$ cat src/pkg/ldd_pkg.sv
/*
 * Shared constants and types of the two-channel LED dimming block.
 * Assumes a 200 MHz system clock.
 */
package ldd_pkg;

	// Clock and time base.
	localparam int unsigned CLK_HZ = 200_000_000;
	localparam int unsigned TICK_US = 10;
	localparam int unsigned TICK_CYC = CLK_HZ / 1_000_000 * TICK_US;
	localparam logic [11:0] TICK_LAST = 12'(TICK_CYC - 1);

	// Input level detection times, as tick counts.
	localparam int unsigned LONG_ONE_MS = 40;
	localparam int unsigned LONG_ZERO_MS = 2;
	localparam int unsigned LONG_ONE_T = LONG_ONE_MS * 1000 / TICK_US;
	localparam int unsigned LONG_ZERO_T = LONG_ZERO_MS * 1000 / TICK_US;

	// Internal dimming timer used while the input stays high.
	localparam int unsigned INT_FREQ_HZ = 500;
	localparam int unsigned INT_PER_T = 1_000_000 / (INT_FREQ_HZ * TICK_US);

	// Duty scaling.
	localparam logic [7:0] DUTY_CODE_MAX = 8'hFF;
	localparam logic [6:0] PCT_FULL = 7'd100;
	localparam logic [6:0] PCT_THERMAL = 7'd75;
	localparam logic [6:0] PCT_BATTERY = 7'd86;
	localparam int unsigned DUTY_DEN = 255 * 100 * 100;

	// Tick counter width.
	localparam int unsigned CNT_W = 13;

	// Register byte offsets.
	localparam logic [4:0] REG_CTRL = 5'h00;
	localparam logic [4:0] REG_DUTY1 = 5'h04;
	localparam logic [4:0] REG_DUTY2 = 5'h08;
	localparam logic [4:0] REG_STATUS = 5'h0C;
	localparam logic [4:0] REG_IRQ_STAT = 5'h10;
	localparam logic [4:0] REG_IRQ_MASK = 5'h14;

	// Field positions.
	localparam int unsigned CTRL_BATT_DIS = 3;
	localparam int unsigned ST_THERM_FLAG = 0;
	localparam int unsigned ST_BATT_ACT = 1;
	localparam int unsigned ST_THERM_ACT = 2;
	localparam int unsigned IRQ_THERM = 0;
	localparam int unsigned IRQ_BATT = 1;

	// Reset values.
	localparam logic [3:0] CTRL_RESET = 4'h0;
	localparam logic [1:0] IRQ_RESET = 2'h0;

	// Control register contents.
	typedef struct packed {
		logic battery_derate_disable;
		logic [2:0] freq_multiplier;
	} ldd_ctrl_t;

	// Input recognition modes of one channel.
	typedef enum logic [2:0] {
		LDD_OFF = 3'b001,
		LDD_PWM = 3'b010,
		LDD_ON = 3'b100
	} ldd_mode_t;

endpackage

$ cat src/logic/ldd_dimmer.sv
/*
 * Two-channel PWM dimming processor with shared power derating.
 * Assumes an Avalon-MM master with waitrequest, asynchronous pin
 * inputs, and a battery level code from an outside converter.
 */
// The register addresses and the Avalon-MM register port were chosen for this implementation.
// What this block does
// - Each channel rebuilds its own buck enable PWM.
// - Output frequency is input frequency times multiplier.
// - Output duty is input duty times both factors.
// - Duty factor is (255 - code) / 255.
// - Derating set automatically, shared by both channels.
// - Per channel duty code, default at start, writable.
// - Valid output within four, or two, periods.
// - High beyond 40 ms is on; low seen in 2 ms.
// - Held high with scaling uses 500 Hz internal timer.
// - Code 255 keeps the output always off.
// - Sampling and output use a 10 us step.
// - Battery derating only while disable bit is clear.
// - No derating condition restores full calculated duty.
// - Thermal warning scales duty to 75 percent.
// - Thermal flag sticks until software reads it with the warning gone.
// - Battery and thermal factors multiply; battery 86.
// - Frequency multiplier sits in control bits 2 to 0.
// - Each duty code is a full 8-bit register.
`timescale 1ns/1ps

module ldd_dimmer
	import ldd_pkg::*;
#(
	parameter logic [7:0] DUTY1_DEFAULT = 8'h00,
	parameter logic [7:0] DUTY2_DEFAULT = 8'h00,
	parameter logic [7:0] BATT_DERATE_LVL = 8'h40
) (
	input wire logic clk,
	input wire logic rst,
	input wire logic [4:0] avs_address,
	input wire logic avs_read,
	input wire logic avs_write,
	input wire logic [3:0] avs_byteenable,
	input wire logic [31:0] avs_writedata,
	output logic [31:0] avs_readdata,
	output logic avs_waitrequest,
	input wire logic [1:0] dimming_input,
	input wire logic [7:0] battery_supply_pin,
	input wire logic thermal_warning,
	output logic [1:0] buck_enable,
	output logic irq
);

	////////////////////////////////////////////////////////////////////
	// Time base.

	logic [11:0] tick_cnt_q;
	logic tick_q;

	// One pulse every 10 us drives all sampling and output timing.
	always_ff @(posedge clk or posedge rst) begin
		if (rst) begin
			tick_cnt_q <= 12'h000;
			tick_q <= 1'b0;
		end else begin
			tick_q <= (tick_cnt_q == TICK_LAST);
			tick_cnt_q <= (tick_cnt_q == TICK_LAST) ? 12'h000 :
				tick_cnt_q + 12'h001;
		end
	end

	////////////////////////////////////////////////////////////////////
	// Pin synchronisers for the derating inputs.

	logic therm_s1_q;
	logic therm_s2_q;
	logic therm_d_q;
	logic [7:0] batt_s1_q;
	logic [7:0] batt_s2_q;

	// The battery code varies slowly, so a bitwise crossing is enough;
	// a code caught mid-change only shifts the threshold by one step.
	always_ff @(posedge clk or posedge rst) begin
		if (rst) begin
			therm_s1_q <= 1'b0;
			therm_s2_q <= 1'b0;
			therm_d_q <= 1'b0;
			batt_s1_q <= 8'hFF;
			batt_s2_q <= 8'hFF;
		end else begin
			therm_s1_q <= thermal_warning;
			therm_s2_q <= therm_s1_q;
			therm_d_q <= therm_s2_q;
			batt_s1_q <= battery_supply_pin;
			batt_s2_q <= batt_s1_q;
		end
	end

	////////////////////////////////////////////////////////////////////
	// Register file.

	ldd_ctrl_t ctrl_q;
	logic [1:0][7:0] duty_q;
	logic therm_flag_q;
	logic [1:0] irq_stat_q;
	logic [1:0] irq_mask_q;
	logic wait_q;
	logic [31:0] rdata_q;
	logic irq_q;
	logic batt_act_d_q;

	// An access completes in the cycle where waitrequest is low.
	wire wr_w = avs_write & ~wait_q & avs_byteenable[0];
	wire rd_w = avs_read & ~wait_q;
	wire sel_ctrl = (avs_address == REG_CTRL);
	wire sel_d1 = (avs_address == REG_DUTY1);
	wire sel_d2 = (avs_address == REG_DUTY2);
	wire sel_st = (avs_address == REG_STATUS);
	wire sel_is = (avs_address == REG_IRQ_STAT);
	wire sel_im = (avs_address == REG_IRQ_MASK);

	// Derating conditions, shared by both channels.
	wire batt_act = ~ctrl_q.battery_derate_disable &
		(batt_s2_q < BATT_DERATE_LVL);
	wire therm_act = therm_s2_q;
	wire [6:0] bf_w = batt_act ? PCT_BATTERY : PCT_FULL;
	wire [6:0] tf_w = therm_act ? PCT_THERMAL : PCT_FULL;
	wire therm_rise = therm_s2_q & ~therm_d_q;
	wire batt_rise = batt_act & ~batt_act_d_q;
	wire [1:0] ev_w = {batt_rise, therm_rise};

	// Read data selection; unmapped addresses read as zero.
	wire [31:0] st_w = {29'h0, therm_act, batt_act, therm_flag_q};
	wire [31:0] rmux_w =
		sel_ctrl ? {28'h0, ctrl_q} :
		sel_d1 ? {24'h0, duty_q[0]} :
		sel_d2 ? {24'h0, duty_q[1]} :
		sel_st ? st_w :
		sel_is ? {30'h0, irq_stat_q} :
		sel_im ? {30'h0, irq_mask_q} : 32'h0;

	// Bus handshake: one wait cycle, then the access completes.
	always_ff @(posedge clk or posedge rst) begin
		if (rst) begin
			wait_q <= 1'b1;
			rdata_q <= 32'h0;
		end else begin
			wait_q <= ~((avs_read | avs_write) & wait_q);
			if ((avs_read | avs_write) & wait_q) begin
				rdata_q <= rmux_w;
			end
		end
	end

	// Control and duty codes; duty codes start from their defaults.
	always_ff @(posedge clk or posedge rst) begin
		if (rst) begin
			ctrl_q <= CTRL_RESET;
			duty_q <= {DUTY2_DEFAULT, DUTY1_DEFAULT};
		end else if (wr_w) begin
			if (sel_ctrl) begin
				ctrl_q <= avs_writedata[3:0];
			end
			if (sel_d1) begin
				duty_q[0] <= avs_writedata[7:0];
			end
			if (sel_d2) begin
				duty_q[1] <= avs_writedata[7:0];
			end
		end
	end

	// Sticky thermal flag, cleared by a read; a warning still present wins.
	always_ff @(posedge clk or posedge rst) begin
		if (rst) begin
			therm_flag_q <= 1'b0;
		end else if (therm_act) begin
			therm_flag_q <= 1'b1;
		end else if (rd_w & sel_st) begin
			therm_flag_q <= 1'b0;
		end
	end

	// Interrupt status is write-one-to-clear, set beats clear.
	always_ff @(posedge clk or posedge rst) begin
		if (rst) begin
			irq_stat_q <= IRQ_RESET;
			irq_mask_q <= IRQ_RESET;
			irq_q <= 1'b0;
			batt_act_d_q <= 1'b0;
		end else begin
			batt_act_d_q <= batt_act;
			irq_q <= |(irq_stat_q & irq_mask_q);
			if (wr_w & sel_is) begin
				irq_stat_q <= (irq_stat_q & ~avs_writedata[1:0]) | ev_w;
			end else begin
				irq_stat_q <= irq_stat_q | ev_w;
			end
			if (wr_w & sel_im) begin
				irq_mask_q <= avs_writedata[1:0];
			end
		end
	end

	assign avs_waitrequest = wait_q;
	assign avs_readdata = rdata_q;
	assign irq = irq_q;

	////////////////////////////////////////////////////////////////////
	// Dimming channels.

	// A multiplier of zero is taken as one so the period stays finite.
	wire [2:0] mult_w = (ctrl_q.freq_multiplier == 3'h0) ? 3'h1 :
		ctrl_q.freq_multiplier;
	wire [24:0] den_w = 25'(DUTY_DEN) * {22'h0, mult_w};
	wire [1:0] buck_w;

	genvar i;
	generate
		for (i = 0; i < 2; i++) begin : g_ch
			logic s1_q;
			logic s2_q;
			logic smp_q;
			logic [CNT_W-1:0] run_q;
			logic [CNT_W-1:0] per_q;
			logic [CNT_W-1:0] hi_q;
			logic [CNT_W-1:0] mper_q;
			logic [CNT_W-1:0] mhi_q;
			logic [CNT_W-1:0] ocnt_q;
			logic [CNT_W-1:0] oper_q;
			logic [CNT_W-1:0] ohi_q;
			ldd_mode_t mode_q;
			ldd_mode_t mode_d;
			logic out_q;

			// Each input is sampled once per tick after syncing.
			wire rise = tick_q & s2_q & ~smp_q;
			wire run_max = &run_q;
			wire long_hi = smp_q &
				(run_q >= CNT_W'(LONG_ONE_T));
			wire long_lo = ~smp_q &
				(run_q >= CNT_W'(LONG_ZERO_T));
			wire code_off = (duty_q[i] == DUTY_CODE_MAX);
			wire scaling = (duty_q[i] != 8'h00) | batt_act | therm_act;

			// Held high, the internal timer supplies the period.
			wire [CNT_W-1:0] bper = (mode_q == LDD_ON) ?
				CNT_W'(INT_PER_T) : mper_q;
			wire [CNT_W-1:0] bhi = (mode_q == LDD_ON) ?
				CNT_W'(INT_PER_T) : mhi_q;
			wire [7:0] dfac = DUTY_CODE_MAX - duty_q[i];
			wire [35:0] num = {23'h0, bhi} * {28'h0, dfac} *
				{29'h0, bf_w} * {29'h0, tf_w};
			wire [35:0] hq = num / {11'h0, den_w};
			wire [CNT_W-1:0] tper = bper / CNT_W'(mult_w);
			wire [CNT_W-1:0] thi = hq[CNT_W-1:0];
			wire wrap = tick_q & (ocnt_q + 1'b1 >= oper_q);

			// Input sampler and level run length.
			always_ff @(posedge clk or posedge rst) begin
				if (rst) begin
					s1_q <= 1'b0;
					s2_q <= 1'b0;
					smp_q <= 1'b0;
					run_q <= '0;
				end else begin
					s1_q <= dimming_input[i];
					s2_q <= s1_q;
					if (tick_q) begin
						smp_q <= s2_q;
						if (s2_q != smp_q) begin
							run_q <= CNT_W'(1);
						end else if (!run_max) begin
							run_q <= run_q + 1'b1;
						end
					end
				end
			end

			// Period and high time, latched at each rising edge; a duty change
			// skips this latch and shows at the next output period end.
			always_ff @(posedge clk or posedge rst) begin
				if (rst) begin
					per_q <= '0;
					hi_q <= '0;
					mper_q <= '0;
					mhi_q <= '0;
				end else if (rise) begin
					mper_q <= per_q;
					mhi_q <= hi_q;
					per_q <= CNT_W'(1);
					hi_q <= CNT_W'(1);
				end else if (tick_q) begin
					if (!(&per_q)) begin
						per_q <= per_q + 1'b1;
					end
					if (s2_q && !(&hi_q)) begin
						hi_q <= hi_q + 1'b1;
					end
				end
			end

			// Recognition of steady high, steady low, or PWM input.
			always_comb begin
				mode_d = mode_q;
				case (mode_q)
					LDD_OFF: begin
						if (long_hi) begin
							mode_d = LDD_ON;
						end else if (rise) begin
							mode_d = LDD_PWM;
						end
					end
					LDD_PWM: begin
						if (long_hi) begin
							mode_d = LDD_ON;
						end else if (long_lo) begin
							mode_d = LDD_OFF;
						end
					end
					LDD_ON: begin
						if (long_lo) begin
							mode_d = LDD_OFF;
						end else if (rise) begin
							mode_d = LDD_PWM;
						end
					end
					default: begin
						mode_d = LDD_OFF;
					end
				endcase
			end

			always_ff @(posedge clk or posedge rst) begin
				if (rst) begin
					mode_q <= LDD_OFF;
				end else begin
					mode_q <= mode_d;
				end
			end

			// Output period counter; new timing only at period ends.
			always_ff @(posedge clk or posedge rst) begin
				if (rst) begin
					ocnt_q <= '0;
					oper_q <= CNT_W'(1);
					ohi_q <= '0;
				end else if (wrap) begin
					ocnt_q <= '0;
					oper_q <= (tper == '0) ? CNT_W'(1) : tper;
					ohi_q <= thi;
				end else if (tick_q) begin
					ocnt_q <= ocnt_q + 1'b1;
				end
			end

			// A zero factor code or steady low forces the switch off;
			// steady high with no scaling keeps it fully on.
			always_ff @(posedge clk or posedge rst) begin
				if (rst) begin
					out_q <= 1'b0;
				end else if (code_off || mode_q == LDD_OFF) begin
					out_q <= 1'b0;
				end else if (mode_q == LDD_ON && !scaling) begin
					out_q <= 1'b1;
				end else begin
					out_q <= (ocnt_q < ohi_q);
				end
			end

			// Each channel keeps its own flop, so no two processes
			// ever write one variable.
			assign buck_w[i] = out_q;
		end
	endgenerate

	assign buck_enable = buck_w;

endmodule

$ cat config.mk
export PLATFORM = sky130hd
export DESIGN_NAME = ldd_dimmer
export DESIGN_NICKNAME = d
export VERILOG_FILES = /design/src/pkg/ldd_pkg.sv /design/src/logic/ldd_dimmer.sv
export SDC_FILE = /design/constraint.sdc
export NUM_CORES = 2
export LEC_CHECK = 0
export ABC_AREA = 1
export BUFFER_PORTS_ARGS = -buffer_cell sky130_fd_sc_hd__buf_4
export CORE_ASPECT_RATIO = 1.25
export CORE_MARGIN = 2
export CORE_UTILIZATION = 40
export DETAILED_ROUTE_END_ITERATION = 6
export HOLD_SLACK_MARGIN = 0.12
export SYNTH_ARGS = -nofsm -noshare
export SYNTH_HDL_FRONTEND = slang
export SYNTH_SLANG_ARGS = --single-unit
$ cat constraint.sdc
create_clock -name clk -period 71.4 [get_ports clk]
set_input_delay 14.28 -clock clk [delete_from_list [all_inputs] [get_ports clk]]
set_output_delay 14.28 -clock clk [all_outputs]
set_load 0.005 [all_outputs]
==> results.md <==
Outcome:
- The flow ran to the end, and the final reports show no timing, DRC or antenna violations.

Yosys:
- A synthesized cell averages 6.59 um2.
- In the synthesized netlist, the number of instances is 11,900.
- In the synthesized netlist the dominant register cell turns out to be dfrtp_1.
- For this run, the register share of the synthesized area comes to 0.0887.
- In this run, synthesis inferred 0 flip-flops with an integrated enable.
- Of all flip-flops after synthesis, the portion carrying an async set or reset was 1.00.
- The count of yosys warnings during synthesis is 0.
- After synthesis the netlist holds a flip-flop and latch count of 278.
- The unique cell type count in the Yosys netlist is 88.
- Summing every instance area after synthesis gives 78,600 um2.

STA:
- The worst clock skew is 0.0282 ns.
- The worst slew margin relative to its limit is 0.318.
- The total count of max-transition violations in the final report is 0.
- Of the available clock period, the critical path in the final layout requires 0.901.
- Derived from the worst setup path, the maximum achievable clock frequency is 15.5 MHz.
- At the pin with the least slew margin, the transition time is 1.02 ns.
- The final setup violation count is 0.
- The tightest hold path in the finished design has a slack of 0.348 ns.
- The final number of hold-violating endpoints is 0.
- The minimum clock period after layout is 64.33 ns.

Clocking:
- No sink is reached through more buffers than the 3 on the longest clock path.
- The clock-pin transition on the worst setup and hold timing paths is 0.06 ns.
- The library cell used as clock root buffer is clkbuf_16.
- The number of hold buffers added after CTS is 0.
- At the later pin of the worst-skew pair, clock insertion delay measures 0.59 ns.
- CTS saw 278 sinks.
- The clock tree from TritonCTS is yes.
- The clock tree synthesis step divided the H-tree into 2 levels.
- In this run, CTS created clock tree buffers numbering 37.

Setup path:
- The worst stage delay on the critical path is 0.56 ns.
- At the worst endpoint, the arrival time is 64.81 ns.
- The kind of end point of the critical path is a flop.
- In this design, the critical path's most frequently occurring cell is nand2_1.
- The data required time of the worst path is 71.88 ns.
- The largest fanout of any net on the critical path is 35.
- The family with the most delay on the worst path is compound AO/OA/AOI/OAI gates.
- For the worst flop-to-flop path, the logic depth is 385.
- The startpoint identified for the worst register-to-register timing path is g_ch[1].mode_q[0].
- Across all register-to-register paths, the minimum setup slack is 7.07 ns.
- The startpoint kind of the worst setup timing path is a flop.
- The worst setup path is of the flop to flop kind.
- Together, buffers and inverters on the worst path number 58.
- The master of the slowest instance on the critical path is fa_1.
- The endpoint of the worst register-to-register path is g_ch[1].ohi_q[0].

Die:
- The total core area is 195,000 um2.
- The die covers 200,000 um2.
- The standard-cell row count is 181.
- The floorplan die height is 499 um.
- The floorplan step set the die width to 400 um.
- The top-level I/O count is 92.
- The initial standard-cell utilization of the core is 0.403.

GRT:
- The first global-routing pass estimated 349,000 um of wire.
- Across every metal layer, demand over resource in global routing totals 0.204.
- The pin count of the biggest net entering global routing is 105.
- The initial antenna violation count came to 1.
- The via count of the first global-routing pass came to 73,800.
- The total overflow left after global routing is 0.

Detailed routing:
- The final antenna-violating net count is 0.
- The detailed-route vias per instance is 5.14.
- Before antenna repair, the detailed router went through 7 iterations.
- For this block, the via count after detailed routing is 74,200.
- For this block, the initial DRC count from the detailed router was 3,700.
- In the final routed layout, each cell accounts on average for 14.4 um.
- The routed design has 208,000 um of wire.
- The detailed-route DRC error count is 0.

Layout:
- The final-stage net count is 13,500.
- After filler insertion, the fill cell instance count of the layout stands at 20,300.
- Of the cells placed in the final design, the portion with a size suffix greater than 1 is 0.0609.
- Once layout is complete, the utilization of the core stands at 0.426.
- Compared with the post-synthesis result, the final layout area differs by 5.83%.

Placed design:
- Summed over all nets, the half-perimeter wirelength after detailed placement is 173,000 um.
- Port buffering added 34 buffers.
- The final weighted congestion of routability-driven global placement is 0.920.

Min path:
- The hold path endpoint is g_ch[0].s2_q.
- The startpoint identified for the worst hold timing path is g_ch[0].s1_q.
- The classification of the worst-slack hold path is flop to flop.
- The number of instances on the worst hold path is 0.

Run:
- Across the run, the number of max-cap violations was 0.
routing by layer:
metal | global-route usage | vias up | share of wire
met2 | 0.386 | 1121 | 0.50
li1 | - | 38300 | -
met3 | 0.0114 | 324 | 0.025
met5 | 0 | - | 0
met1 | 0.248 | 34500 | 0.45
met4 | 0.0532 | 0 | 0.026
state kept, by name, summed over array words and instances (netlist names), 4 cells and up:
register,count
g_ch.mode_q,6
g_ch.hi_q,26
g_ch.ocnt_q,26
ctrl_q,4
duty_q,16
g_ch.mper_q,26
g_ch.mhi_q,26
g_ch.ohi_q,26
avs_readdata,8
g_ch.run_q,26
tick_cnt_q,12
g_ch.per_q,26
g_ch.oper_q,26
worst max-delay path by stage:
stage | startpoint | to | slack, ns | cells after the start
6_report | g_ch[1].mode_q[0] | g_ch[1].ohi_q[0] | 7.07 | 385
5_1_grt | g_ch[1].mode_q[0] | g_ch[1].ohi_q[0] | -0.07 | 390
4_1_cts | g_ch[1].mode_q[0] | g_ch[1].ohi_q[0] | 2.42 | 377
3_5_place_dp | g_ch[1].mode_q[0] | g_ch[1].ohi_q[0] | 2.53 | 375
3_3_place_gp | g_ch[1].mode_q[0] | g_ch[1].ohi_q[0] | 3.72 | 386
2_1_floorplan | g_ch[1].mode_q[0] | g_ch[1].ohi_q[0] | 12.73 | 401
through the flow:
| step | instance area [um2] | TNS [ns] | worst slack, ns | cells |
|---|---|---|---|---|
| detailed placement | 81300 | 0 | 2.53 | 14300 |
| finish | 83100 | 0 | 7.07 | 14400 |
| CTS | 82600 | 0 | 2.42 | 14400 |
| global placement | 81300 | 0 | 3.72 | 14300 |
| global route | 83100 | -0.0737 | -0.0737 | 14400 |
| floorplan | 78700 | 0 | 12.73 | 12000 |
cell usage after synthesis, types with 40 or more instances:
library cell / count / share of area
nand2_1: 2529 / 0.12
inv_1: 2053 / 0.098
ha_1: 1249 / 0.20
nor2_1: 1015 / 0.049
o21ai_0: 870 / 0.055
a21oi_1: 758 / 0.048
nand3_1: 467 / 0.030
xor2_1: 439 / 0.049
fa_1: 388 / 0.099
dfrtp_1: 269 / 0.086
xnor2_1: 227 / 0.025
clkbuf_1: 184 / 0.0088
nand4_1: 168 / 0.013
nor3_1: 139 / 0.0089
o21bai_1: 108 / 0.010
or2_2: 96 / 0.0076
o21ai_1: 87 / 0.0055
nand2_2: 78 / 0.0062
inv_2: 74 / 0.0035
nor2_2: 55 / 0.0044
a21o_1: 49 / 0.0047
buf_4: 47 / 0.0045
a31oi_1: 41 / 0.0033
nand3_2: 40 / 0.0051
layout by cell type, fill, tap and decap left out, types with 268 or more instances in the layout:
| cell | instances |
|---|---|
| dfrtp_1 | 268 |
| xor2_1 | 437 |
| nor2_1 | 1007 |
| nand2_1 | 2523 |
| nand3_1 | 465 |
| ha_1 | 1249 |
| a21oi_1 | 751 |
| inv_1 | 2037 |
| fa_1 | 388 |
| o21ai_0 | 857 |
worst reg2reg max path: cells and delay by family (launching register included):
kind / cells / cell delay (ns)
simple gates: 147 / 18.64
buf+inv: 58 / 6.10
compound gates: 144 / 26.14
fa+ha+maj: 32 / 12.01
xor+xnor: 4 / 0.82
flops: 1 / 0.53
logic make-up (layout without fill, tap and decap cells):
family | count (synthesis) | in the layout | synth area share
AO/OA/AOI/OAI | 2145 | 2145 | 0.152
flip-flops | 278 | 278 | 0.0887
buffers and inverters | 2430 | 2343 | 0.121
XOR/XNOR | 672 | 672 | 0.0756
adder cells (fa/ha/maj) | 1637 | 1637 | 0.298
other | 2 | 35 | 0.0000956
AND/OR/NAND/NOR | 4761 | 4763 | 0.265
multiplexers | 1 | 1 | 0.000127
final cells by class:
| class | count | area (um2) | share of cell area |
|---|---|---|---|
| Antenna cell | 1 | 2.50 | 0.0000301 |
| Clock inverter | 16 | 205 | 0.00247 |
| Timing Repair Buffer | 129 | 1000 | 0.0121 |
| Inverter | 2140 | 8100 | 0.0975 |
| Tap cell | 2562 | 3210 | 0.0386 |
| Timing Repair inverter | 7 | 45.0 | 0.000542 |
| Multi-Input combinational cell | 9252 | 62500 | 0.752 |
| Clock buffer | 51 | 1070 | 0.0129 |
| Sequential cell | 278 | 6970 | 0.0838 |
timing repair:
action                     CTS  global route
buffers inserted             0            31
setup endpoints to repair    0             4
resized for setup            0            76
Power is not shown: default switching activity piles up to over one toggle a cycle in this logic, so the estimate is an artifact.
